===== config.mk =====
export PLATFORM = sky130hd
export DESIGN_NAME = prm_raster_option
export DESIGN_NICKNAME = d
export VERILOG_FILES = /design/src/hdl/prm_pkg.sv /design/src/hdl/prm_raster_option.sv
export SDC_FILE = /design/constraint.sdc
export NUM_CORES = 2
export LEC_CHECK = 0
export BUFFER_PORTS_ARGS = -buffer_cell sky130_fd_sc_hd__buf_4
export CAP_MARGIN = 20
export CORE_ASPECT_RATIO = 0.75
export CORE_MARGIN = 4
export CORE_UTILIZATION = 57
export CTS_CLUSTER_SIZE = 24
export DETAILED_ROUTE_END_ITERATION = 12
export HOLD_SLACK_MARGIN = 0.02
export PLACE_DENSITY = 0.74
export SYNTH_ARGS = -nofsm -noshare
export SYNTH_HDL_FRONTEND = slang
export SYNTH_SLANG_ARGS = --single-unit

===== constraint.sdc =====
create_clock -name pclk -period 36.7 [get_ports pclk]
set_clock_uncertainty 0.05 [all_clocks]
set_input_delay 1.835 -clock pclk [delete_from_list [all_inputs] [get_ports pclk]]
set_output_delay 1.835 -clock pclk [all_outputs]
set_load 0.03 [all_outputs]

===== src/hdl/prm_pkg.sv =====
// package for the polygon raster mode and depth offset unit
// Summary of operation
// vertex mode emits only boundary-start vertices as points, no fill
// edge mode emits boundary edges as lines, no interior fragments
// edge mode restarts line stipple on first edge of each polygon only
// mode is applied last, after lighting, clipping and culling upstream
// area antialiasing only in fill mode; point or line antialias otherwise
// offset equals max slope times factor plus resolvable step times units
// max slope is root of squared gradients or larger absolute gradient
// slope for larger polygons lies within its sub-triangle slope range
// float depth: resolvable step is two to exponent minus mantissa bits
// fixed depth: one constant resolvable step over whole range
// polygons differing by one resolvable step get distinct depths
// without depth storage the units term has no defined value
// fixed depth: slope and offset both in unit range
// three offset enables, one per mode; active one adds offset
// fragment depth clamped to unit range after offset
// multisample: emit fragment for pixel with any covered sample
// multisample: culled polygons emit nothing; stipple still discards
// coverage bit one for each passing sample, zero otherwise
// attributes evaluated at sample location or shared pixel point
// polygon multisample rules only in fill mode
// reset: stipple ones, stipple and antialias off, fill, zero offsets
// separate front and back modes chosen by polygon facing
// mode updates carry a face selector; only chosen faces change
// offset computed once per polygon before its fragments
package prm_pkg;
  // register byte offsets
  localparam logic [7:0] OFF_CTRL = 8'h00;
  localparam logic [7:0] OFF_MODE = 8'h04;
  localparam logic [7:0] OFF_FACTOR = 8'h08;
  localparam logic [7:0] OFF_UNITS = 8'h0C;
  localparam logic [7:0] OFF_STATUS = 8'h10;
  localparam logic [7:0] OFF_STIP = 8'h80;
  // control field positions
  localparam int B_OFS_VTX = 0;
  localparam int B_OFS_EDGE = 1;
  localparam int B_OFS_FILL = 2;
  localparam int B_STIP_EN = 3;
  localparam int B_AREA_AA = 4;
  localparam int B_MS_EN = 5;
  localparam int B_SBUF_ONE = 6;
  localparam int B_DEPTH_FLT = 7;
  localparam int B_DEPTH_ON = 8;
  localparam int B_EVAL_SMP = 9;
  localparam int CTRL_W = 10;
  // mode register fields
  localparam int B_FACE_LO = 0;
  localparam int B_MODE_LO = 2;
  localparam int B_BACK_LO = 4;
  // reset values
  localparam logic [CTRL_W-1:0] CTRL_RST = 10'h100;
  localparam logic [15:0] FACTOR_RST = 16'h0000;
  localparam logic [15:0] UNITS_RST = 16'h0000;
  localparam logic [31:0] STIP_RST = 32'hFFFFFFFF;
  // factor is signed with this many fraction bits
  localparam int FACTOR_FRAC = 8;
  // face selector codes
  localparam logic [1:0] FACE_FRONT = 2'h1;
  localparam logic [1:0] FACE_BACK = 2'h2;
  localparam logic [1:0] FACE_BOTH = 2'h3;
  // raster styles, also used as fragment kind tags
  typedef enum logic [1:0] {
    RS_VERTEX = 2'h0,
    RS_EDGE = 2'h1,
    RS_FILL = 2'h2
  } prm_style_type;
  localparam prm_style_type MODE_RST = RS_FILL;
  // polygon sequencer, gray coded except the two-bit step from emit back to idle
  typedef enum logic [1:0] {
    ST_IDLE = 2'b00,
    ST_CALC = 2'b01,
    ST_EMIT = 2'b11
  } prm_state_type;
endpackage


===== src/hdl/prm_raster_option.sv =====
// polygon raster mode, depth offset and multisample coverage unit
`timescale 1ns/10ps
`default_nettype none
module prm_raster_option #(
  parameter int ZW = 24,
  parameter int MANT = 23,
  parameter int NS = 4
) (
  input wire logic pclk,
  input wire logic presetn,
  input wire logic psel,
  input wire logic penable,
  input wire logic pwrite,
  input wire logic [7:0] paddr,
  input wire logic [31:0] pwdata,
  output logic [31:0] prdata,
  output logic pready,
  output logic pslverr,
  input wire logic prim_valid,
  output logic prim_ready,
  input wire logic prim_back,
  input wire logic prim_culled,
  input wire logic signed [31:0] prim_dzdx,
  input wire logic signed [31:0] prim_dzdy,
  input wire logic signed [7:0] prim_zexp,
  input wire logic frag_valid,
  output logic frag_ready,
  input wire logic [1:0] frag_kind,
  input wire logic [9:0] frag_x,
  input wire logic [9:0] frag_y,
  input wire logic [ZW-1:0] frag_z,
  input wire logic frag_center,
  input wire logic [NS-1:0] frag_cov,
  input wire logic frag_last,
  output logic out_valid,
  input wire logic out_ready,
  output logic [9:0] out_x,
  output logic [9:0] out_y,
  output logic [ZW-1:0] out_z,
  output logic [NS-1:0] out_cov,
  output logic [1:0] face_raster_style_select,
  output logic out_area_aa,
  output logic out_ms_poly,
  output logic out_eval_sample,
  output logic out_stipple_restart
);

  // refuse widths the offset datapath cannot hold
  if (ZW < 8 || ZW > 30 || MANT < 1 || MANT > 52 || NS < 1 || NS > 32) begin : g_chk
    $error("prm_raster_option: unsupported parameter value");
  end

  localparam int OW = 48;

  logic [prm_pkg::CTRL_W-1:0] ctrl_q;
  prm_pkg::prm_style_type front_q;
  prm_pkg::prm_style_type back_q;
  logic signed [15:0] factor_q;
  logic signed [15:0] units_q;
  logic [31:0] stip_q [32];
  prm_pkg::prm_state_type state_q;
  logic back_q_poly;
  logic culled_q;
  logic signed [31:0] dzdx_q;
  logic signed [31:0] dzdy_q;
  logic signed [7:0] zexp_q;
  logic signed [OW-1:0] ofs_q;
  logic first_edge_q;
  logic [15:0] poly_cnt_q;
  logic [31:0] rdata_d;
  logic hit_d;
  logic wr_en;
  logic [4:0] stip_idx;

  // access edge of an apb write; pready is high in every access phase
  assign wr_en = psel & penable & pwrite & pready;
  assign stip_idx = paddr[6:2];

  // read mux and address decode
  always_comb begin
    rdata_d = 32'h00000000;
    hit_d = 1'b1;
    if (paddr[7]) begin
      rdata_d = stip_q[stip_idx];
    end else begin
      case (paddr)
        prm_pkg::OFF_CTRL: rdata_d = {{(32-prm_pkg::CTRL_W){1'b0}}, ctrl_q};
        prm_pkg::OFF_MODE: rdata_d = {26'h0, back_q, front_q, 2'h0};
        prm_pkg::OFF_FACTOR: rdata_d = {{16{factor_q[15]}}, factor_q};
        prm_pkg::OFF_UNITS: rdata_d = {{16{units_q[15]}}, units_q};
        prm_pkg::OFF_STATUS: rdata_d = {poly_cnt_q, 13'h0, first_edge_q, state_q};
        default: hit_d = 1'b0;
      endcase
    end
  end

  // zero wait state slave: answer prepared in the setup cycle
  always_ff @(posedge pclk or negedge presetn) begin
    if (!presetn) begin
      pready <= 1'b0;
      pslverr <= 1'b0;
      prdata <= 32'h00000000;
    end else begin
      pready <= psel & ~penable;
      pslverr <= psel & ~penable & ~hit_d;
      prdata <= (psel & ~penable & ~pwrite) ? rdata_d : 32'h00000000;
    end
  end

  // control, factor and units registers
  always_ff @(posedge pclk or negedge presetn) begin
    if (!presetn) begin
      ctrl_q <= prm_pkg::CTRL_RST;
      factor_q <= prm_pkg::FACTOR_RST;
      units_q <= prm_pkg::UNITS_RST;
    end else if (wr_en) begin
      if (paddr == prm_pkg::OFF_CTRL) begin
        ctrl_q <= pwdata[prm_pkg::CTRL_W-1:0];
      end
      if (paddr == prm_pkg::OFF_FACTOR) begin
        factor_q <= pwdata[15:0];
      end
      if (paddr == prm_pkg::OFF_UNITS) begin
        units_q <= pwdata[15:0];
      end
    end
  end

  // per-face styles; an update replaces only the selected faces
  always_ff @(posedge pclk or negedge presetn) begin
    if (!presetn) begin
      front_q <= prm_pkg::MODE_RST;
      back_q <= prm_pkg::MODE_RST;
    end else if (wr_en && paddr == prm_pkg::OFF_MODE &&
                 pwdata[prm_pkg::B_MODE_LO +: 2] != 2'h3) begin
      if (pwdata[prm_pkg::B_FACE_LO +: 2] == prm_pkg::FACE_FRONT ||
          pwdata[prm_pkg::B_FACE_LO +: 2] == prm_pkg::FACE_BOTH) begin
        front_q <= prm_pkg::prm_style_type'(pwdata[prm_pkg::B_MODE_LO +: 2]);
      end
      if (pwdata[prm_pkg::B_FACE_LO +: 2] == prm_pkg::FACE_BACK ||
          pwdata[prm_pkg::B_FACE_LO +: 2] == prm_pkg::FACE_BOTH) begin
        back_q <= prm_pkg::prm_style_type'(pwdata[prm_pkg::B_MODE_LO +: 2]);
      end
    end
  end

  // stipple rows, one word per row
  for (genvar gi = 0; gi < 32; gi++) begin : g_stip
    always_ff @(posedge pclk or negedge presetn) begin
      if (!presetn) begin
        stip_q[gi] <= prm_pkg::STIP_RST;
      end else if (wr_en && paddr[7] && stip_idx == 5'(gi)) begin
        stip_q[gi] <= pwdata;
      end
    end
  end

  // active style of the current polygon, chosen by its facing
  prm_pkg::prm_style_type act_style;
  assign act_style = back_q_poly ? back_q : front_q;

  // max slope by the larger absolute gradient, which stays in range
  logic [31:0] adx;
  logic [31:0] ady;
  logic [31:0] mslope;
  assign adx = dzdx_q[31] ? 32'(-dzdx_q) : 32'(dzdx_q);
  assign ady = dzdy_q[31] ? 32'(-dzdy_q) : 32'(dzdy_q);
  assign mslope = (adx > ady) ? adx : ady;

  // resolvable step as a shift of one depth lsb
  logic signed [9:0] rshift_raw;
  logic [4:0] rshift;
  always_comb begin
    rshift_raw = 10'(ZW - MANT) + 10'(zexp_q);
    rshift = 5'h00; // fixed point: one constant lsb step
    if (ctrl_q[prm_pkg::B_DEPTH_FLT]) begin
      // never below one lsb, so a step still separates depths
      if (rshift_raw > 10'(ZW)) begin
        rshift = 5'(ZW);
      end else if (rshift_raw > 10'sh000) begin
        rshift = rshift_raw[4:0];
      end
    end
  end

  // offset equation, slope term plus units term
  logic signed [OW-1:0] slope_term;
  logic signed [OW-1:0] unit_term;
  logic signed [OW-1:0] ofs_d;
  logic signed [49:0] prod;
  always_comb begin
    prod = 50'(signed'({1'b0, mslope}) * factor_q);
    slope_term = OW'(prod >>> prm_pkg::FACTOR_FRAC);
    unit_term = OW'(units_q) <<< rshift;
    if (!ctrl_q[prm_pkg::B_DEPTH_ON]) begin
      unit_term = '0;
    end
    ofs_d = slope_term + unit_term;
  end

  // polygon sequencer: take polygon, compute offset, stream fragments
  always_ff @(posedge pclk or negedge presetn) begin
    if (!presetn) begin
      state_q <= prm_pkg::ST_IDLE;
      back_q_poly <= 1'b0;
      culled_q <= 1'b0;
      dzdx_q <= '0;
      dzdy_q <= '0;
      zexp_q <= '0;
      ofs_q <= '0;
      poly_cnt_q <= 16'h0000;
    end else begin
      case (state_q)
        prm_pkg::ST_IDLE: begin
          if (prim_valid) begin
            back_q_poly <= prim_back;
            culled_q <= prim_culled;
            dzdx_q <= prim_dzdx;
            dzdy_q <= prim_dzdy;
            zexp_q <= prim_zexp;
            state_q <= prm_pkg::ST_CALC;
          end
        end
        prm_pkg::ST_CALC: begin
          ofs_q <= ofs_d;
          state_q <= prm_pkg::ST_EMIT;
        end
        prm_pkg::ST_EMIT: begin
          if (frag_valid && frag_ready && frag_last) begin
            poly_cnt_q <= poly_cnt_q + 16'h0001;
            state_q <= prm_pkg::ST_IDLE;
          end
        end
        default: state_q <= prm_pkg::ST_IDLE;
      endcase
    end
  end

  assign prim_ready = (state_q == prm_pkg::ST_IDLE);
  assign frag_ready = (state_q == prm_pkg::ST_EMIT) & (~out_valid | out_ready);

  // fragment selection
  logic is_fill;
  logic ms_on;
  logic keep_d;
  logic ofs_en;
  logic stip_bit;
  logic signed [OW-1:0] zsum;
  logic [ZW-1:0] zclamp;
  logic [NS-1:0] cov_d;
  always_comb begin
    is_fill = (act_style == prm_pkg::RS_FILL);
    ms_on = ctrl_q[prm_pkg::B_MS_EN] & ctrl_q[prm_pkg::B_SBUF_ONE];
    stip_bit = stip_q[frag_y[4:0]][frag_x[4:0]];
    // only fragments of the active style survive
    keep_d = (frag_kind == act_style) & ~culled_q;
    if (is_fill) begin
      if (ms_on) begin
        keep_d = keep_d & (|frag_cov);
      end else begin
        keep_d = keep_d & frag_center;
      end
      if (ctrl_q[prm_pkg::B_STIP_EN] && !stip_bit) begin
        keep_d = 1'b0;
      end
    end
    case (act_style)
      prm_pkg::RS_VERTEX: ofs_en = ctrl_q[prm_pkg::B_OFS_VTX];
      prm_pkg::RS_EDGE: ofs_en = ctrl_q[prm_pkg::B_OFS_EDGE];
      default: ofs_en = ctrl_q[prm_pkg::B_OFS_FILL];
    endcase
    zsum = OW'({1'b0, frag_z}) + (ofs_en ? ofs_q : OW'(0));
    if (zsum < 0) begin
      zclamp = '0;
    end else if (zsum > OW'({ZW{1'b1}})) begin
      zclamp = '1;
    end else begin
      zclamp = zsum[ZW-1:0];
    end
    // point and line multisample coverage is passed through as given
    cov_d = (ms_on || !is_fill) ? frag_cov : '1;
  end

  // first edge of each polygon restarts the line stipple counter
  always_ff @(posedge pclk or negedge presetn) begin
    if (!presetn) begin
      first_edge_q <= 1'b0;
    end else if (prim_valid && prim_ready) begin
      first_edge_q <= 1'b1;
    end else if (frag_valid && frag_ready && keep_d &&
                 act_style == prm_pkg::RS_EDGE) begin
      first_edge_q <= 1'b0;
    end
  end

  // output stage, all from flops
  always_ff @(posedge pclk or negedge presetn) begin
    if (!presetn) begin
      out_valid <= 1'b0;
      out_x <= '0;
      out_y <= '0;
      out_z <= '0;
      out_cov <= '0;
      face_raster_style_select <= prm_pkg::MODE_RST;
      out_area_aa <= 1'b0;
      out_ms_poly <= 1'b0;
      out_eval_sample <= 1'b0;
      out_stipple_restart <= 1'b0;
    end else if (frag_valid && frag_ready) begin
      out_valid <= keep_d;
      out_x <= frag_x;
      out_y <= frag_y;
      out_z <= zclamp;
      out_cov <= cov_d;
      face_raster_style_select <= act_style;
      out_area_aa <= is_fill & ctrl_q[prm_pkg::B_AREA_AA];
      out_ms_poly <= is_fill & ms_on;
      out_eval_sample <= is_fill & ms_on & ctrl_q[prm_pkg::B_EVAL_SMP];
      out_stipple_restart <= first_edge_q & (act_style == prm_pkg::RS_EDGE);
    end else if (out_ready) begin
      out_valid <= 1'b0;
    end
  end

endmodule
`default_nettype wire


==> summary.md <==
| Metric | Value |
|---|---|
| Synth Cell Area | `a little over 90000 um^2` |
| GRT Util Overall | `about a third` |
| DRT antenna net count | `0` |
| Slowest CP cell | `or4_1` |
| Sum of negative setup slack | `0 ps` |
| Yosys cell types | `90` |
| DP HPWL | `~180000 um` |
| Worst EP arrival | `around 15000 ps` |
| Via density | `around 6.6` |
| Primary FF master, synth | `dfstp_2` |
| Final hold violation count | `0` |
| PostCTS Resize Cnt | `0` |
| Worst hold stages | `1` |
| Core area | `about 160000 um^2` |
| Std-Cell Rows | `between 100 and 150` |
| Area leader, netlist | `dfstp_2` |
| Max Freq | `between 60 and 70 MHz` |
| Total gr overflow | `0` |
| Multi-input gate area | `53000 um^2` |
| H-tree depth | `4` |
| Hold Path Class | `reg2reg` |
| Top cell family by delay on the critical path | `simple AND/OR/NAND/NOR gates` |
| Area contributors post-synth | `dfstp_2 (30%), mux4_2 (16%), mux2_2 (14%)` |
| Post-synth top area share | `approximately 30%` |
| Total Power | `roughly 0.005 W` |
| Initial Util | `57.6%` |
| Bufs and invs on worst path | `7` |
| Number of DRC markers in iteration 0 | `~7000` |
| WP data required | `~37000 ps` |
| Mapped Avg Cell Area | `12.6 um^2` |
| Largest net degree at the start of global routing | `between 150 and 200` |
| Yosys reg bits | `1300` |
| Flop-to-flop setup slack | `roughly 22000 ps` |
| Crit-path max cell delay | `600 ps` |
| Finished Cell Area | `slightly below 100000 um^2` |
| Antenna violations before repair | `21` |
| Startpoint Class | `register` |
| Reg-to-reg critical path endpoint | `ofs_q[45]` |
| Hold Crit Start | `poly_cnt_q[15]` |
| Sequential area share after synthesis | `a little under two fifths` |
| DRT Pass-1 Iters | `5` |
| Placed inst area | `between 90000 and 100000 um^2` |
| First-pass GRT wire length | `409000 um` |
| Routed WL | `approximately 270000 um` |
| Crit-path max FO | `54` |
| Max Slew Vio Count | `0` |
| Seq. cell area | `33800 um^2` |
| Clock sink total | `1300` |
| Vias in the first global route | `~63000` |
| Clk slew on worst S/H paths | `around 60 ps` |
| Fraction of layout cells with a size suffix above 1 | `48.3%` |
| Post-route DRC | `0` |
| Routed vias | `62402` |
| Final worst path period share | `between 30% and 40%` |
| VDD IR max | `84.5 uV` |
| Post-synth net total | `8073` |
| Crit path capture type | `register` |
| Setup Buffers After CTS | `0` |
| Port buffer count | `264` |
| Max Cap Viol | `0` |
| Die width | `roughly 470 um` |
| Share of async-settable or async-resettable flops after synthesis | `100%` |
| Most used cell, CP | `fa_1` |
| Area growth from synthesis to layout | `9.43%` |
| RSZ-0062 raised after global routing | `false` |
| # nets final | `just over 8000` |
| Top-level I/O count | `265` |
| Status | `finished clean` |
| Final GP Congestion | `around 0.96` |
| Fillers | `11715` |
| Total CTS buffers | `135` |
| Leakage | `~43 nW` |
| Relative slew slack | `about a fifth` |
| Post-layout min period | `14320 ps` |
| Final setup fails | `0` |
| Root Driver | `clkbuf_16` |
| Hold Path Sink | `poly_cnt_q[15]` |
| Synthesized instance count | `just over 7000` |
| Die ar. | `166000 um^2` |
| Number of synthesized flops with an enable pin | `0` |
| Drt wl/cell | `~29 um` |
| Clk_lat worst skew | `a little over 800 ps` |
| Die Y | `roughly 350 um` |
| Clk buf depth | `3` |
| Power Density | `48.9 nW/um^2` |
| Synth warn | `0` |
| CTS tree | `built` |
| Worst r2r src | `dzdx_q[4]` |
| Worst Max-Slew Pin Slew | `~1200 ps` |
| Worst R2R Path Depth | `51` |
| Hold_buf cts | `0` |
| CP Class | `reg2reg` |
==> registers in the layout (all words and copies together) (netlist names), 16 cells and up <==
register,cells
ofs_q,48
dzdx_q,32
out_z,24
poly_cnt_q,16
factor_q,16
dzdy_q,32
stip_q,1024
prdata,32
units_q,16
==> metrics by stage <==
step | setup WS [ps] | hold WS (ps) | utilization, % | cells
after floorplan | 23540 | 387 | - | 7222
after global placement | 22800 | 404 | 60.0 | 9192
after detailed placement | 22530 | 407 | 60.0 | 9192
after CTS | 22510 | 418 | 63.0 | 9439
after global routing | 21480 | 439 | 63.0 | 9447
final | 22380 | 424 | 63.0 | 9449
==> layer usage <==
layer | vias up | wire, um | GRT usage [%]
met3 | 604 | 28700 | 8.47
li1 | 25777 | - | -
met4 | 10 | 12400 | 13.6
met5 | - | 70 | 0
met2 | 3279 | 118000 | 46.9
met1 | 32732 | 111000 | 47.6
==> cells in the final DEF, fill, tap and decap left out, types with 39 or more instances in the layout <==
master / n
mux2_2: 1163
dfstp_2: 1028
mux4_2: 650
nand2_1: 608
inv_1: 590
fa_1: 419
buf_4: 385
dfrtp_1: 268
ha_1: 258
and2_1: 213
a21oi_1: 185
o21ai_0: 168
nor2_1: 167
clkbuf_16: 139
xor2_1: 92
xnor2_1: 92
mux2i_1: 86
a21o_1: 79
nand3_1: 50
nor2b_1: 41
nand2b_1: 39
==> cell usage after synthesis (55+ instances only) <==
cell,instances
a21o_1,79
a21oi_1,186
and2_1,214
buf_1,92
clkbuf_1,398
dfrtp_1,272
dfstp_2,1028
fa_1,419
ha_1,258
inv_1,590
mux2_2,1163
mux2i_1,86
mux4_2,650
nand2_1,617
nand3_1,55
nor2_1,184
o21ai_0,168
xnor2_1,92
xor2_1,92
==> kinds of logic (layout without fill, tap and decap cells) <==
| family | Yosys count | in the layout | share of synthesized area [%] |
|---|---|---|---|
| AO/OA/AOI/OAI | 714 | 714 | 5.11 |
| AND/OR/NAND/NOR | 1321 | 1321 | 6.90 |
| adder cells (fa/ha/maj) | 677 | 677 | 12.8 |
| flip-flops | 1300 | 1300 | 37.2 |
| multiplexers | 1899 | 1899 | 31.5 |
| XOR/XNOR | 184 | 184 | 1.77 |
| buffers and inverters | 1127 | 1232 | 4.74 |
| other | 0 | 10 | 0 |
==> worst max-delay path by stage <==
| stage | start | endpoint | slack, ps | cells after the start |
|---|---|---|---|---|
| 6_report | dzdx_q[4] | ofs_q[45] | 22380 | 51 |
| 5_1_grt | dzdx_q[4] | ofs_q[45] | 21480 | 51 |
| 4_1_cts | dzdx_q[4] | ofs_q[45] | 22510 | 51 |
| 3_5_place_dp | dzdx_q[4] | ofs_q[45] | 22530 | 51 |
| 3_3_place_gp | dzdx_q[4] | ofs_q[45] | 22800 | 52 |
| 2_1_floorplan | dzdx_q[4] | ofs_q[45] | 23540 | 53 |
==> final cells by class <==
cell class	count	area share [%]
multi-input cells	4795	53.3
clock buffers	190	3.96
diodes	10	0.0252
repair buffers	395	3.08
flip-flops and latches	1300	34.0
inverters	590	2.23
well taps	2112	2.66
clock inverters	57	0.764
==> where the power goes <==
| group | leakage, nW | total (W) | switching (W) | internal, W |
|---|---|---|---|---|
| logic | 26.3 | 0.00173 | 0.00121 | 0.000518 |
| clock network | 2.30 | 0.00146 | 0.000621 | 0.000843 |
| registers | 14.1 | 0.00167 | 0.000119 | 0.00155 |
(Power assumes the default switching activity.)
